$ cat src/verilog/ccr_pkg.sv
// Package with register map, reset values and field positions of the charger config registers
package ccr_pkg;

    // ==========================================================
    // Bus geometry
    // ==========================================================
    localparam int unsigned CCR_DATA_W = 32;
    localparam int unsigned CCR_IDX_W = 6;
    localparam int unsigned CCR_IDX_LSB = 2;

    // ==========================================================
    // Register indices (byte address is four times the index)
    // ==========================================================
    localparam logic [5:0] CCR_IDX_CONFIG_ONE = 6'h04;
    localparam logic [5:0] CCR_IDX_CONFIG_TWO = 6'h05;
    localparam logic [5:0] CCR_IDX_STATUS = 6'h10;

    // ==========================================================
    // Reset values
    // ==========================================================
    localparam logic [7:0] CCR_CONFIG_ONE_RST = 8'h01;
    localparam logic [7:0] CCR_CONFIG_TWO_RST = 8'h80;

    // ==========================================================
    // Field positions
    // ==========================================================
    localparam int unsigned CCR_POS_CHARGER_ON = 0;
    localparam int unsigned CCR_POS_SLOWDOWN = 7;
    localparam int unsigned CCR_POS_PRECHARGE = 6;
    localparam int unsigned CCR_POS_VOLT_HI = 5;
    localparam int unsigned CCR_POS_VOLT_LO = 4;
    localparam int unsigned CCR_POS_STS_THERMAL = 0;
    localparam int unsigned CCR_POS_STS_PATH = 1;
    localparam int unsigned CCR_POS_STS_SLOW = 2;

    // ==========================================================
    // Timing
    // ==========================================================
    localparam int unsigned CCR_SLOW_DIVIDE = 2;
    localparam int unsigned CCR_SYNC_STAGES = 2;

endpackage : ccr_pkg

$ cat src/verilog/ccr_tick_div.sv
// Safety-timer tick gate that passes every tick or every second tick
`timescale 1ns/10ps
module ccr_tick_div
    import ccr_pkg::*;
(
    input wire logic pclk, // Register clock
    input wire logic presetn, // Asynchronous reset, active low
    input wire logic tick_in, // Nominal safety-timer tick, one-cycle pulse
    input wire logic slow_en, // Halve the tick rate while high
    output logic tick_out // Gated tick, one-cycle pulse
);

    typedef struct packed {
        logic phase;
        logic tick;
    } ccr_div_state_t;

    ccr_div_state_t st_q;
    ccr_div_state_t st_d;

    // Elaboration check: the gate only knows how to halve the rate
    if (CCR_SLOW_DIVIDE != 2) begin : g_bad_divide
        $error("Only a divide by two is supported");
    end

    // ==========================================================
    // Next state
    // ==========================================================
    always_comb begin
        st_d = st_q;
        st_d.tick = 1'b0;
        if (tick_in) begin
            if (!slow_en) begin
                st_d.tick = 1'b1;
                st_d.phase = 1'b0;
            end else begin
                st_d.tick = st_q.phase;
                st_d.phase = ~st_q.phase;
            end
        end
    end

    always_ff @(posedge pclk or negedge presetn) begin
        if (!presetn) begin
            st_q <= '0;
        end else begin
            st_q <= st_d;
        end
    end

    assign tick_out = st_q.tick;
endmodule : ccr_tick_div

$ cat src/verilog/ccr_regs.sv
// APB register bank for charger enable and second charger configuration register
//
// Summary of operation
// - Charger enable resets to one, writable.
// - Config two at index 0x05, resets 0x80.
// - Slowdown bit zero: timers at nominal rate.
// - Slowdown bit one: halve rate when loop active.
// - Bit 6 picks precharge threshold, reset zero.
// - Bits 5:4 pick charge voltage, reset 00.
// - Bits 3:0 plain storage, reset zero.
//
// The implementer's own choice: the APB interface to the registers.
`timescale 1ns/10ps
module ccr_regs
    import ccr_pkg::*;
#(
    parameter int unsigned ADDR_W = 8 // APB address width
) (
    input wire logic pclk, // Register clock, 40 MHz
    input wire logic presetn, // Asynchronous reset, active low
    input wire logic psel, // APB select
    input wire logic penable, // APB access phase
    input wire logic pwrite, // APB direction, high for write
    input wire logic [ADDR_W-1:0] paddr, // APB byte address
    input wire logic [31:0] pwdata, // APB write data
    output logic [31:0] prdata, // APB read data
    output logic pready, // APB ready
    output logic pslverr, // APB error on unmapped address
    input wire logic thermal_loop_active, // Thermal loop active, asynchronous level
    input wire logic power_path_loop_active, // Power-path loop active, asynchronous level
    input wire logic timer_tick_in, // Nominal safety-timer tick, same clock
    output logic safety_tick, // Safety-timer tick after scaling
    output logic charger_on, // Charger enable
    output logic timer_slowdown_sel, // Dynamic timer scaling select
    output logic precharge_threshold_sel, // 0 selects 2.9 V, 1 selects 2.5 V
    output logic [1:0] charge_voltage_sel // 4.1 / 4.15 / 4.2 / 4.2 V
);

    typedef struct packed {
        logic charger_on;
        logic [7:0] config_two;
        logic [CCR_SYNC_STAGES-1:0] thermal_sync;
        logic [CCR_SYNC_STAGES-1:0] path_sync;
        logic pready;
        logic pslverr;
        logic [31:0] prdata;
        logic seen_write;
    } ccr_state_t;

    ccr_state_t st_q;
    ccr_state_t st_d;

    logic [CCR_IDX_W-1:0] idx;
    logic aligned;
    logic mapped;
    logic wr_take;
    logic slow_active;
    logic [31:0] rd_value;

    // Elaboration check: the decode needs the full index above the byte lanes
    if (ADDR_W < CCR_IDX_W + CCR_IDX_LSB) begin : g_bad_addr
        $error("Address too narrow for the register map");
    end

    // ==========================================================
    // Address decode
    // ==========================================================
    assign idx = paddr[CCR_IDX_W+CCR_IDX_LSB-1:CCR_IDX_LSB];
    assign aligned = (paddr[CCR_IDX_LSB-1:0] == 2'h0)
        && ((ADDR_W == CCR_IDX_W + CCR_IDX_LSB)
        || (paddr >> (CCR_IDX_W + CCR_IDX_LSB)) == '0);
    assign mapped = aligned && ((idx == CCR_IDX_CONFIG_ONE)
        || (idx == CCR_IDX_CONFIG_TWO) || (idx == CCR_IDX_STATUS));
    assign wr_take = psel && penable && pwrite && st_q.pready && mapped;

    assign slow_active = st_q.config_two[CCR_POS_SLOWDOWN]
        && (st_q.thermal_sync[CCR_SYNC_STAGES-1] || st_q.path_sync[CCR_SYNC_STAGES-1]);

    // ==========================================================
    // Read mux
    // ==========================================================
    always_comb begin
        rd_value = 32'h0000_0000;
        if (aligned) begin
            case (idx)
                CCR_IDX_CONFIG_ONE: begin
                    rd_value[CCR_POS_CHARGER_ON] = st_q.charger_on;
                end
                CCR_IDX_CONFIG_TWO: begin
                    rd_value[7:0] = st_q.config_two;
                end
                CCR_IDX_STATUS: begin
                    rd_value[CCR_POS_STS_THERMAL] = st_q.thermal_sync[CCR_SYNC_STAGES-1];
                    rd_value[CCR_POS_STS_PATH] = st_q.path_sync[CCR_SYNC_STAGES-1];
                    rd_value[CCR_POS_STS_SLOW] = slow_active;
                end
                default: begin
                    rd_value = 32'h0000_0000;
                end
            endcase
        end
    end

    // ==========================================================
    // Next state
    // ==========================================================
    always_comb begin
        st_d = st_q;
        st_d.thermal_sync = {st_q.thermal_sync[CCR_SYNC_STAGES-2:0], thermal_loop_active};
        st_d.path_sync = {st_q.path_sync[CCR_SYNC_STAGES-2:0], power_path_loop_active};
        // One wait state: ready rises in the second access cycle
        st_d.pready = psel && penable && !st_q.pready;
        st_d.pslverr = psel && penable && !st_q.pready && !mapped;
        if (psel && penable && !st_q.pready) begin
            st_d.prdata = pwrite ? 32'h0000_0000 : rd_value;
        end
        if (wr_take) begin
            st_d.seen_write = 1'b1;
            if (idx == CCR_IDX_CONFIG_ONE) begin
                st_d.charger_on = pwdata[CCR_POS_CHARGER_ON];
            end
            if (idx == CCR_IDX_CONFIG_TWO) begin
                st_d.config_two = pwdata[7:0];
            end
        end
    end

    always_ff @(posedge pclk or negedge presetn) begin
        if (!presetn) begin
            st_q.charger_on <= CCR_CONFIG_ONE_RST[CCR_POS_CHARGER_ON];
            st_q.config_two <= CCR_CONFIG_TWO_RST;
            st_q.thermal_sync <= '0;
            st_q.path_sync <= '0;
            st_q.pready <= 1'b0;
            st_q.pslverr <= 1'b0;
            st_q.prdata <= 32'h0000_0000;
            st_q.seen_write <= 1'b0;
        end else begin
            st_q <= st_d;
        end
    end

    // ==========================================================
    // Safety-timer tick scaling
    // ==========================================================
    ccr_tick_div u_tick_div (
        .pclk(pclk),
        .presetn(presetn),
        .tick_in(timer_tick_in),
        .slow_en(slow_active),
        .tick_out(safety_tick)
    );

    // ==========================================================
    // Outputs
    // ==========================================================
    assign prdata = st_q.prdata;
    assign pready = st_q.pready;
    assign pslverr = st_q.pslverr;
    assign charger_on = st_q.charger_on;
    assign timer_slowdown_sel = st_q.config_two[CCR_POS_SLOWDOWN];
    assign precharge_threshold_sel = st_q.config_two[CCR_POS_PRECHARGE];
    assign charge_voltage_sel = st_q.config_two[CCR_POS_VOLT_HI:CCR_POS_VOLT_LO];
endmodule : ccr_regs

$ cat config.mk
export PLATFORM = sky130hd
export DESIGN_NAME = ccr_regs
export DESIGN_NICKNAME = d
export VERILOG_FILES = /design/src/verilog/ccr_pkg.sv /design/src/verilog/ccr_tick_div.sv /design/src/verilog/ccr_regs.sv
export SDC_FILE = /design/constraint.sdc
export NUM_CORES = 1
export LEC_CHECK = 0
export BUFFER_PORTS_ARGS = -buffer_cell sky130_fd_sc_hd__buf_2
export CELL_PAD_IN_SITES_DETAIL_PLACEMENT = 1
export CELL_PAD_IN_SITES_GLOBAL_PLACEMENT = 1
export CORE_MARGIN = 1
export CORE_UTILIZATION = 30
export CTS_BUF_LIST = sky130_fd_sc_hd__clkbuf_8
export CTS_CLUSTER_SIZE = 28
export DETAILED_ROUTE_END_ITERATION = 10
export PLACE_DENSITY_LB_ADDON = 0.1
export SETUP_SLACK_MARGIN = 0.3
export SYNTH_ARGS = -nofsm -noshare
export SYNTH_HDL_FRONTEND = slang
export SYNTH_SLANG_ARGS = --single-unit
$ cat constraint.sdc
create_clock -name pclk -period 1.7 [get_ports pclk]
set_input_delay 0.51 -clock pclk [delete_from_list [all_inputs] [get_ports pclk]]
set_output_delay 0.51 -clock pclk [all_outputs]
set_load 0.1 [all_outputs]
==> metrics.txt, run 1 <==
status finished with violations; violated checks negative setup slack; CTS buffer count 3; effective utilization at floorplan 31.8%; largest net degree at the start of global routing 26; Max Slew Vio Count 0; remaining routing DRC violations 0; skew final 0.00476 ns; RSZ-0062 raised after global routing true; average detailed-routed wire length per instance 12.8 um; hold bufs inserted after CTS 0; area share of the leading cell type in the synthesized netlist 44.7%; Buffers & Inverters on Critical Path 2; height of the die 67.5 um; aggregate global-route resource usage 13.4%; global-route wire length before repair 4490 um; worst path arrival time 1.86 ns; number of antenna violations at the first check in global routing 0; Combinational Power Share 28.7%; Syn Inst Count 116; antenna-violating nets left 0; I/O pins 88; count of nets after finishing 219; synthesized area per cell 11.1 um2; leakage power figure 0.919 nW; diode count 0; post-synthesis async set-or-reset flop share 100%; synthesized cell area 1290 um2; Multi-input gate area 547 um2; Commonest cells post-synth sky130_fd_sc_hd__buf_4, sky130_fd_sc_hd__dfrtp_1, sky130_fd_sc_hd__mux2_2; Final Wtd Congestion 0.737; synth-to-layout area growth 48.4%; Int Pwr 834 uW; worst setup slack before clock tree synthesis -0.491 ns; PwrDens 701 nW/um2; relative slew slack 62.7%; EDFF count, synth 0; HPWL after DPL 2100 um; dominant synthesized flop cell sky130_fd_sc_hd__dfrtp_1; portion of the post-synthesis area used by sequential elements 48.7%; Clk Latency, worst-skew pair 0.27 ns; register area 636 um2; detailed-routing iteration count for the pre-antenna-repair pass 4; clock power share 25.7%; CP max stage cell sky130_fd_sc_hd__or4_4; aggregate routed wire length 2820 um; kind of start point of the critical path input pin; post-synthesis cell type with the largest combined area sky130_fd_sc_hd__dfrtp_1; detailed router's first-iteration violation count 30; count leader, synth sky130_fd_sc_hd__buf_4; Max H-tree Level 1; Max clock buf depth 2; clock root buffer sky130_fd_sc_hd__clkbuf_8; Net Sw Frac 37.8%; max-capacitance violation count 0; number of placed instances with taps included 205; vias in the first global route 993; count of synthesis-stage warnings from yosys 0; Via Count 956; Die X-Extent 67.5 um; clock tree sinks 25; number of setup violations in the final report 4; number of buffer cells added on primary ports 39; largest driver fanout on the critical path 3; kind of critical path input pin to register; minimum clock period 1.70 ns; Worst path max stage delay 0.55 ns; slew of the pin with the lowest slew margin 0.560 ns; Die Footprint 4560 um2; family with the most delay on the worst path simple AND/OR/NAND/NOR gates; portion of the clock cycle consumed by the worst path in the final layout 100%; total congestion overflow after global routing 0; count of different cell masters after synthesis 22; final number of hold-violating endpoints 0; clock-pin slew reported for the worst setup and hold paths after clock tree synthesis 0.09 ns; worst min-delay path category input pin to asynchronous set/reset pin; Sw Pwr 507 uW; smallest setup slack after layout -0.00241 ns; main area contributors after synthesis sky130_fd_sc_hd__dfrtp_1, sky130_fd_sc_hd__buf_4, sky130_fd_sc_hd__mux2_2; CTS tree done; Cell Chain, Critical Path buf_6, or4_4, nor4_4, buf_4, mux2_4; fraction of final layout cells with drive strength greater than 1 50.6%; portion of total power attributed to sequential cells 45.5%; number of filler instances in the final layout 454; placeable core region 4060 um2; number of standard cells in the final layout excluding fillers 220; Seq cells post-synth 25; element type at the critical path end register; Fmax 587 MHz; number of rows in the core area 23; Peak supply drop 0.418 mV; required time at the worst-slack endpoint 1.86 ns; ratio of routed vias to standard cells 4.35
## power by group through the flow
stage	clock (mW)	combinational [mW]	sequential, mW
after CTS	0.358	0.377	0.611
after global placement	0	0.357	0.620
after detailed placement	0	0.360	0.621
final	0.345	0.385	0.611
after floorplan	0	0.298	0.650
after global routing	0.385	0.401	0.612
## per-layer routing
layer	GRT usage, %	part of all wire, %	up-vias
li1	-	-	453
met1	15.4	42	465
met2	24.5	52	36
met3	4.39	6.1	2
met4	1.60	0.14	0
met5	0	0	-
## per-stage QoR
stage / power [mW] / setup TNS (ns) / utilization (%) / area (um2) / hold WS, ns
2_1_floorplan: 0.949 / -2.58 / - / 1390 / 0.214
3_3_place_gp: 0.977 / -3.86 / 37.2 / 1510 / 0.338
3_5_place_dp: 0.981 / -3.97 / 37.2 / 1510 / 0.341
4_1_cts: 1.35 / -0.0689 / 44.8 / 1820 / 0.245
5_1_grt: 1.40 / -0.271 / 47.1 / 1910 / 0.251
6_report: 1.34 / -0.00612 / 47.1 / 1910 / 0.219
## placed cells by master (no fill, tap or decap), drive strengths merged
cell / instances
o21a: 1
clkbuf: 3
or4: 1
and3b: 1
nand4: 6
dfrtp: 23
dfstp: 2
nand2: 8
inv: 2
nor2: 2
nor2b: 3
nor3b: 1
a22oi: 3
nand3b: 3
nor4: 3
o21ai: 8
or3b: 1
o31a: 1
conb: 24
buf: 63
mux2: 11
## flip-flops by register name, indices dropped and copies added (netlist names)
register	cells
charge_voltage_sel	2
u_tick_div.st_q	1
u_tick_div.tick_out	1
pready	1
prdata	8
st_d	2
charger_on	1
st_q	6
precharge_threshold_sel	1
timer_slowdown_sel	1
pslverr	1
## cells by family (layout without fill, tap and decap cells)
logic type,after synthesis,after routing,share of synthesized area (%)
other cells,1,24,0.291
simple gates,29,29,14.5
compound gates,13,13,6.21
mux,11,11,9.61
flops,25,25,48.7
buf+inv,37,68,20.7
## timing repair
action / CTS / global route
endpoints found under the setup margin: 25 / 22
gates resized for setup: 56 / 21
endpoints found under the hold margin: 0 / 0
pin swaps: 3 / 15
setup buffers: 7 / 4
## cell type report
cell class / count / area share, %
Clock inverter: 1 / 0.196
Multi-Input combinational cell: 77 / 28.6
Clock buffer: 3 / 2.16
Tap cell: 50 / 3.27
Inverter: 1 / 0.196
Sequential cell: 25 / 33.2
Timing Repair Buffer: 63 / 32.4
## final timing paths
check                                    start  cells after the start  slack, ns                    end
max                                   paddr[3]                      5     -0.002               st_q[39]
min                                    presetn                      1       0.22  charge_voltage_sel[1]
max reg2reg                             pready                      4       0.10               st_q[39]
min reg2reg                           st_d[36]                      0       0.35               st_q[36]
max in group asynchronous              presetn                      1       1.06                 pready
min in group pclk          thermal_loop_active                      1       0.35               st_d[38]
(Power assumes the default switching activity.)
==> inputs of run 2 (changes only) <==
CORE_MARGIN = 5   (was 1)
==> metrics.txt, run 2 (synthesis gave the netlist of run 1 again) <==
status complete, no violations; Die X-Extent 75.5 um (+12%); kind of start point of the critical path input pin; Max Slew Vio Count 0 (unchanged); effective utilization at floorplan 31.5% (-0.22 points); flip-flop count of the largest register after layout 8 (unchanged); Peak supply drop 0.241 mV (-42%); CTS tree done; count of nets after finishing 215 (-1.8%); RSZ-0062 raised after global routing true; Fmax 589 MHz (+0.34%); largest net degree at the start of global routing 26 (unchanged); detailed router's first-iteration violation count 20 (-33%); relative slew slack 62.1% (-0.59 points); Max H-tree Level 1 (unchanged); top library cells by usage in the layout, fill and taps aside sky130_fd_sc_hd__conb_1, sky130_fd_sc_hd__dfrtp_1, sky130_fd_sc_hd__buf_2; average detailed-routed wire length per instance 13.8 um (+7.4%); register area 636 um2 (unchanged); aggregate global-route resource usage 11.1% (-2.3 points); skew final 0.00102 ns (-0.00374 ns); number of rows in the core area 23 (unchanged); global-route wire length before repair 4750 um (+5.9%); Final Wtd Congestion 0.642 (-13%); required time at the worst-slack endpoint 1.86 ns (about the same); kind of critical path input pin to register; PwrDens 720 nW/um2 (+2.7%); I/O pins 88 (unchanged); total congestion overflow after global routing 0 (unchanged); hold bufs inserted after CTS 0 (unchanged); element type at the critical path end register; Max clock buf depth 2 (unchanged); largest register by flop count prdata; number of setup violations in the final report 0 (-4); final total negative setup slack 0 ns (+0.00612 ns); portion of the clock cycle consumed by the worst path in the final layout 99.8% (-0.34 points); number of antenna violations at the first check in global routing 0 (unchanged); remaining routing DRC violations 0 (unchanged); Multi-input gate area 541 um2 (-1.1%); number of buffer cells added on primary ports 39 (unchanged); minimum clock period 1.70 ns (-0.00582 ns); worst path arrival time 1.86 ns (about the same); vias in the first global route 995 (+0.20%); max-capacitance violation count 0 (unchanged); Via Count 933 (-2.4%); most common library cell in the layout ignoring fill and taps sky130_fd_sc_hd__conb_1; Clk Latency, worst-skew pair 0.27 ns (about the same); fraction of final layout cells with drive strength greater than 1 50.0% (-0.59 points); clock root buffer sky130_fd_sc_hd__clkbuf_8; sum of internal, switching and leakage power 1.34 mW (about the same); synth-to-layout area growth 44.5%; clock tree sinks 25 (unchanged); CTS buffer count 3 (unchanged); ratio of routed vias to standard cells 4.32 (-0.60%); detailed-routing iteration count for the pre-antenna-repair pass 4 (unchanged); HPWL after DPL 2380 um (+13%); number of filler instances in the final layout 461 (+1.5%); top flop regs prdata: 8 flops, st_q: 6 flops; largest driver fanout on the critical path 4 (+1); diode count 0 (unchanged); worst min-delay path category input pin to asynchronous set/reset pin; clock-pin slew reported for the worst setup and hold paths after clock tree synthesis 0.09 ns (about the same); placeable core region 4090 um2 (+0.71%); antenna-violating nets left 0 (unchanged); Die Footprint 5710 um2 (+25%); slew of the pin with the lowest slew margin 0.569 ns (+0.00884 ns); height of the die 75.5 um (+12%); aggregate routed wire length 2970 um (+5.4%); leakage power figure 0.894 nW (-2.7%); final number of hold-violating endpoints 0 (unchanged)
run 2: final cells by class:
cell class              instances  share of cell area, %
clock buffers                   3                   2.22
clock inverters                 1                  0.269
multi-input cells              77                   29.0
flip-flops and latches         25                   34.1
inverters                       1                  0.202
well taps                      50                   3.36
repair buffers                 59                   30.8
run 2: worst max-delay path, stage by stage:
cell                     delay [ns]
sky130_fd_sc_hd__buf_6         0.09
sky130_fd_sc_hd__or4_4         0.55
sky130_fd_sc_hd__nor4_4        0.20
sky130_fd_sc_hd__buf_4         0.20
sky130_fd_sc_hd__mux2_4        0.30
run 2: through the flow:
step                utilization (%)  cells  hold WS [ns]  worst slack [ns]  cell area [um2]
detailed placement             37.2    206         0.336            -0.449             1520
floorplan                         -    139         0.214            -0.320             1390
CTS                            44.2    215         0.244           -0.0245             1810
finish                         45.6    216         0.223           0.00341             1860
global placement               37.2    206         0.334            -0.447             1520
global route                   45.6    216         0.277           -0.0765             1860
run 2: worst paths after layout:
kind / startpoint / endpoint / slack [ns] / cells past startpoint
worst max-delay path: paddr[3] / st_q[41] / 0.003 / 5
worst min-delay path: presetn / precharge_threshold_sel / 0.22 / 1
worst min register to register: st_d[38] / st_q[38] / 0.35 / 0
worst max register to register: pready / st_q[41] / 0.09 / 4
max in group asynchronous: presetn / pready / 1.05 / 1
min in group pclk: thermal_loop_active / st_d[38] / 0.34 / 1
run 2: power breakdown:
group          leakage [nW]  internal, mW  switching [mW]  total [mW]
logic                 0.540        0.0605           0.317       0.377
registers             0.328         0.605         0.00505       0.610
clock network        0.0255         0.164           0.189       0.353
total                 0.894         0.829           0.511        1.34
run 2: what timing repair did:
item / 4_1_cts / 5_1_grt
setup endpoints to repair: 26 / 25
pin swaps: 3 / 1
hold endpoints to repair: 0 / 0
setup buffers: 5 / 1
gates resized for setup: 54 / 12
run 2: routing by layer:
layer  track usage (%)  vias to the layer above  part of all wire [%]
met2              18.8                       36                    50
met4              2.91                        0                  0.44
met5                 0                        -                     0
met1              13.5                      453                    40
li1                  -                      442                     -
met3              3.83                        2                   9.0
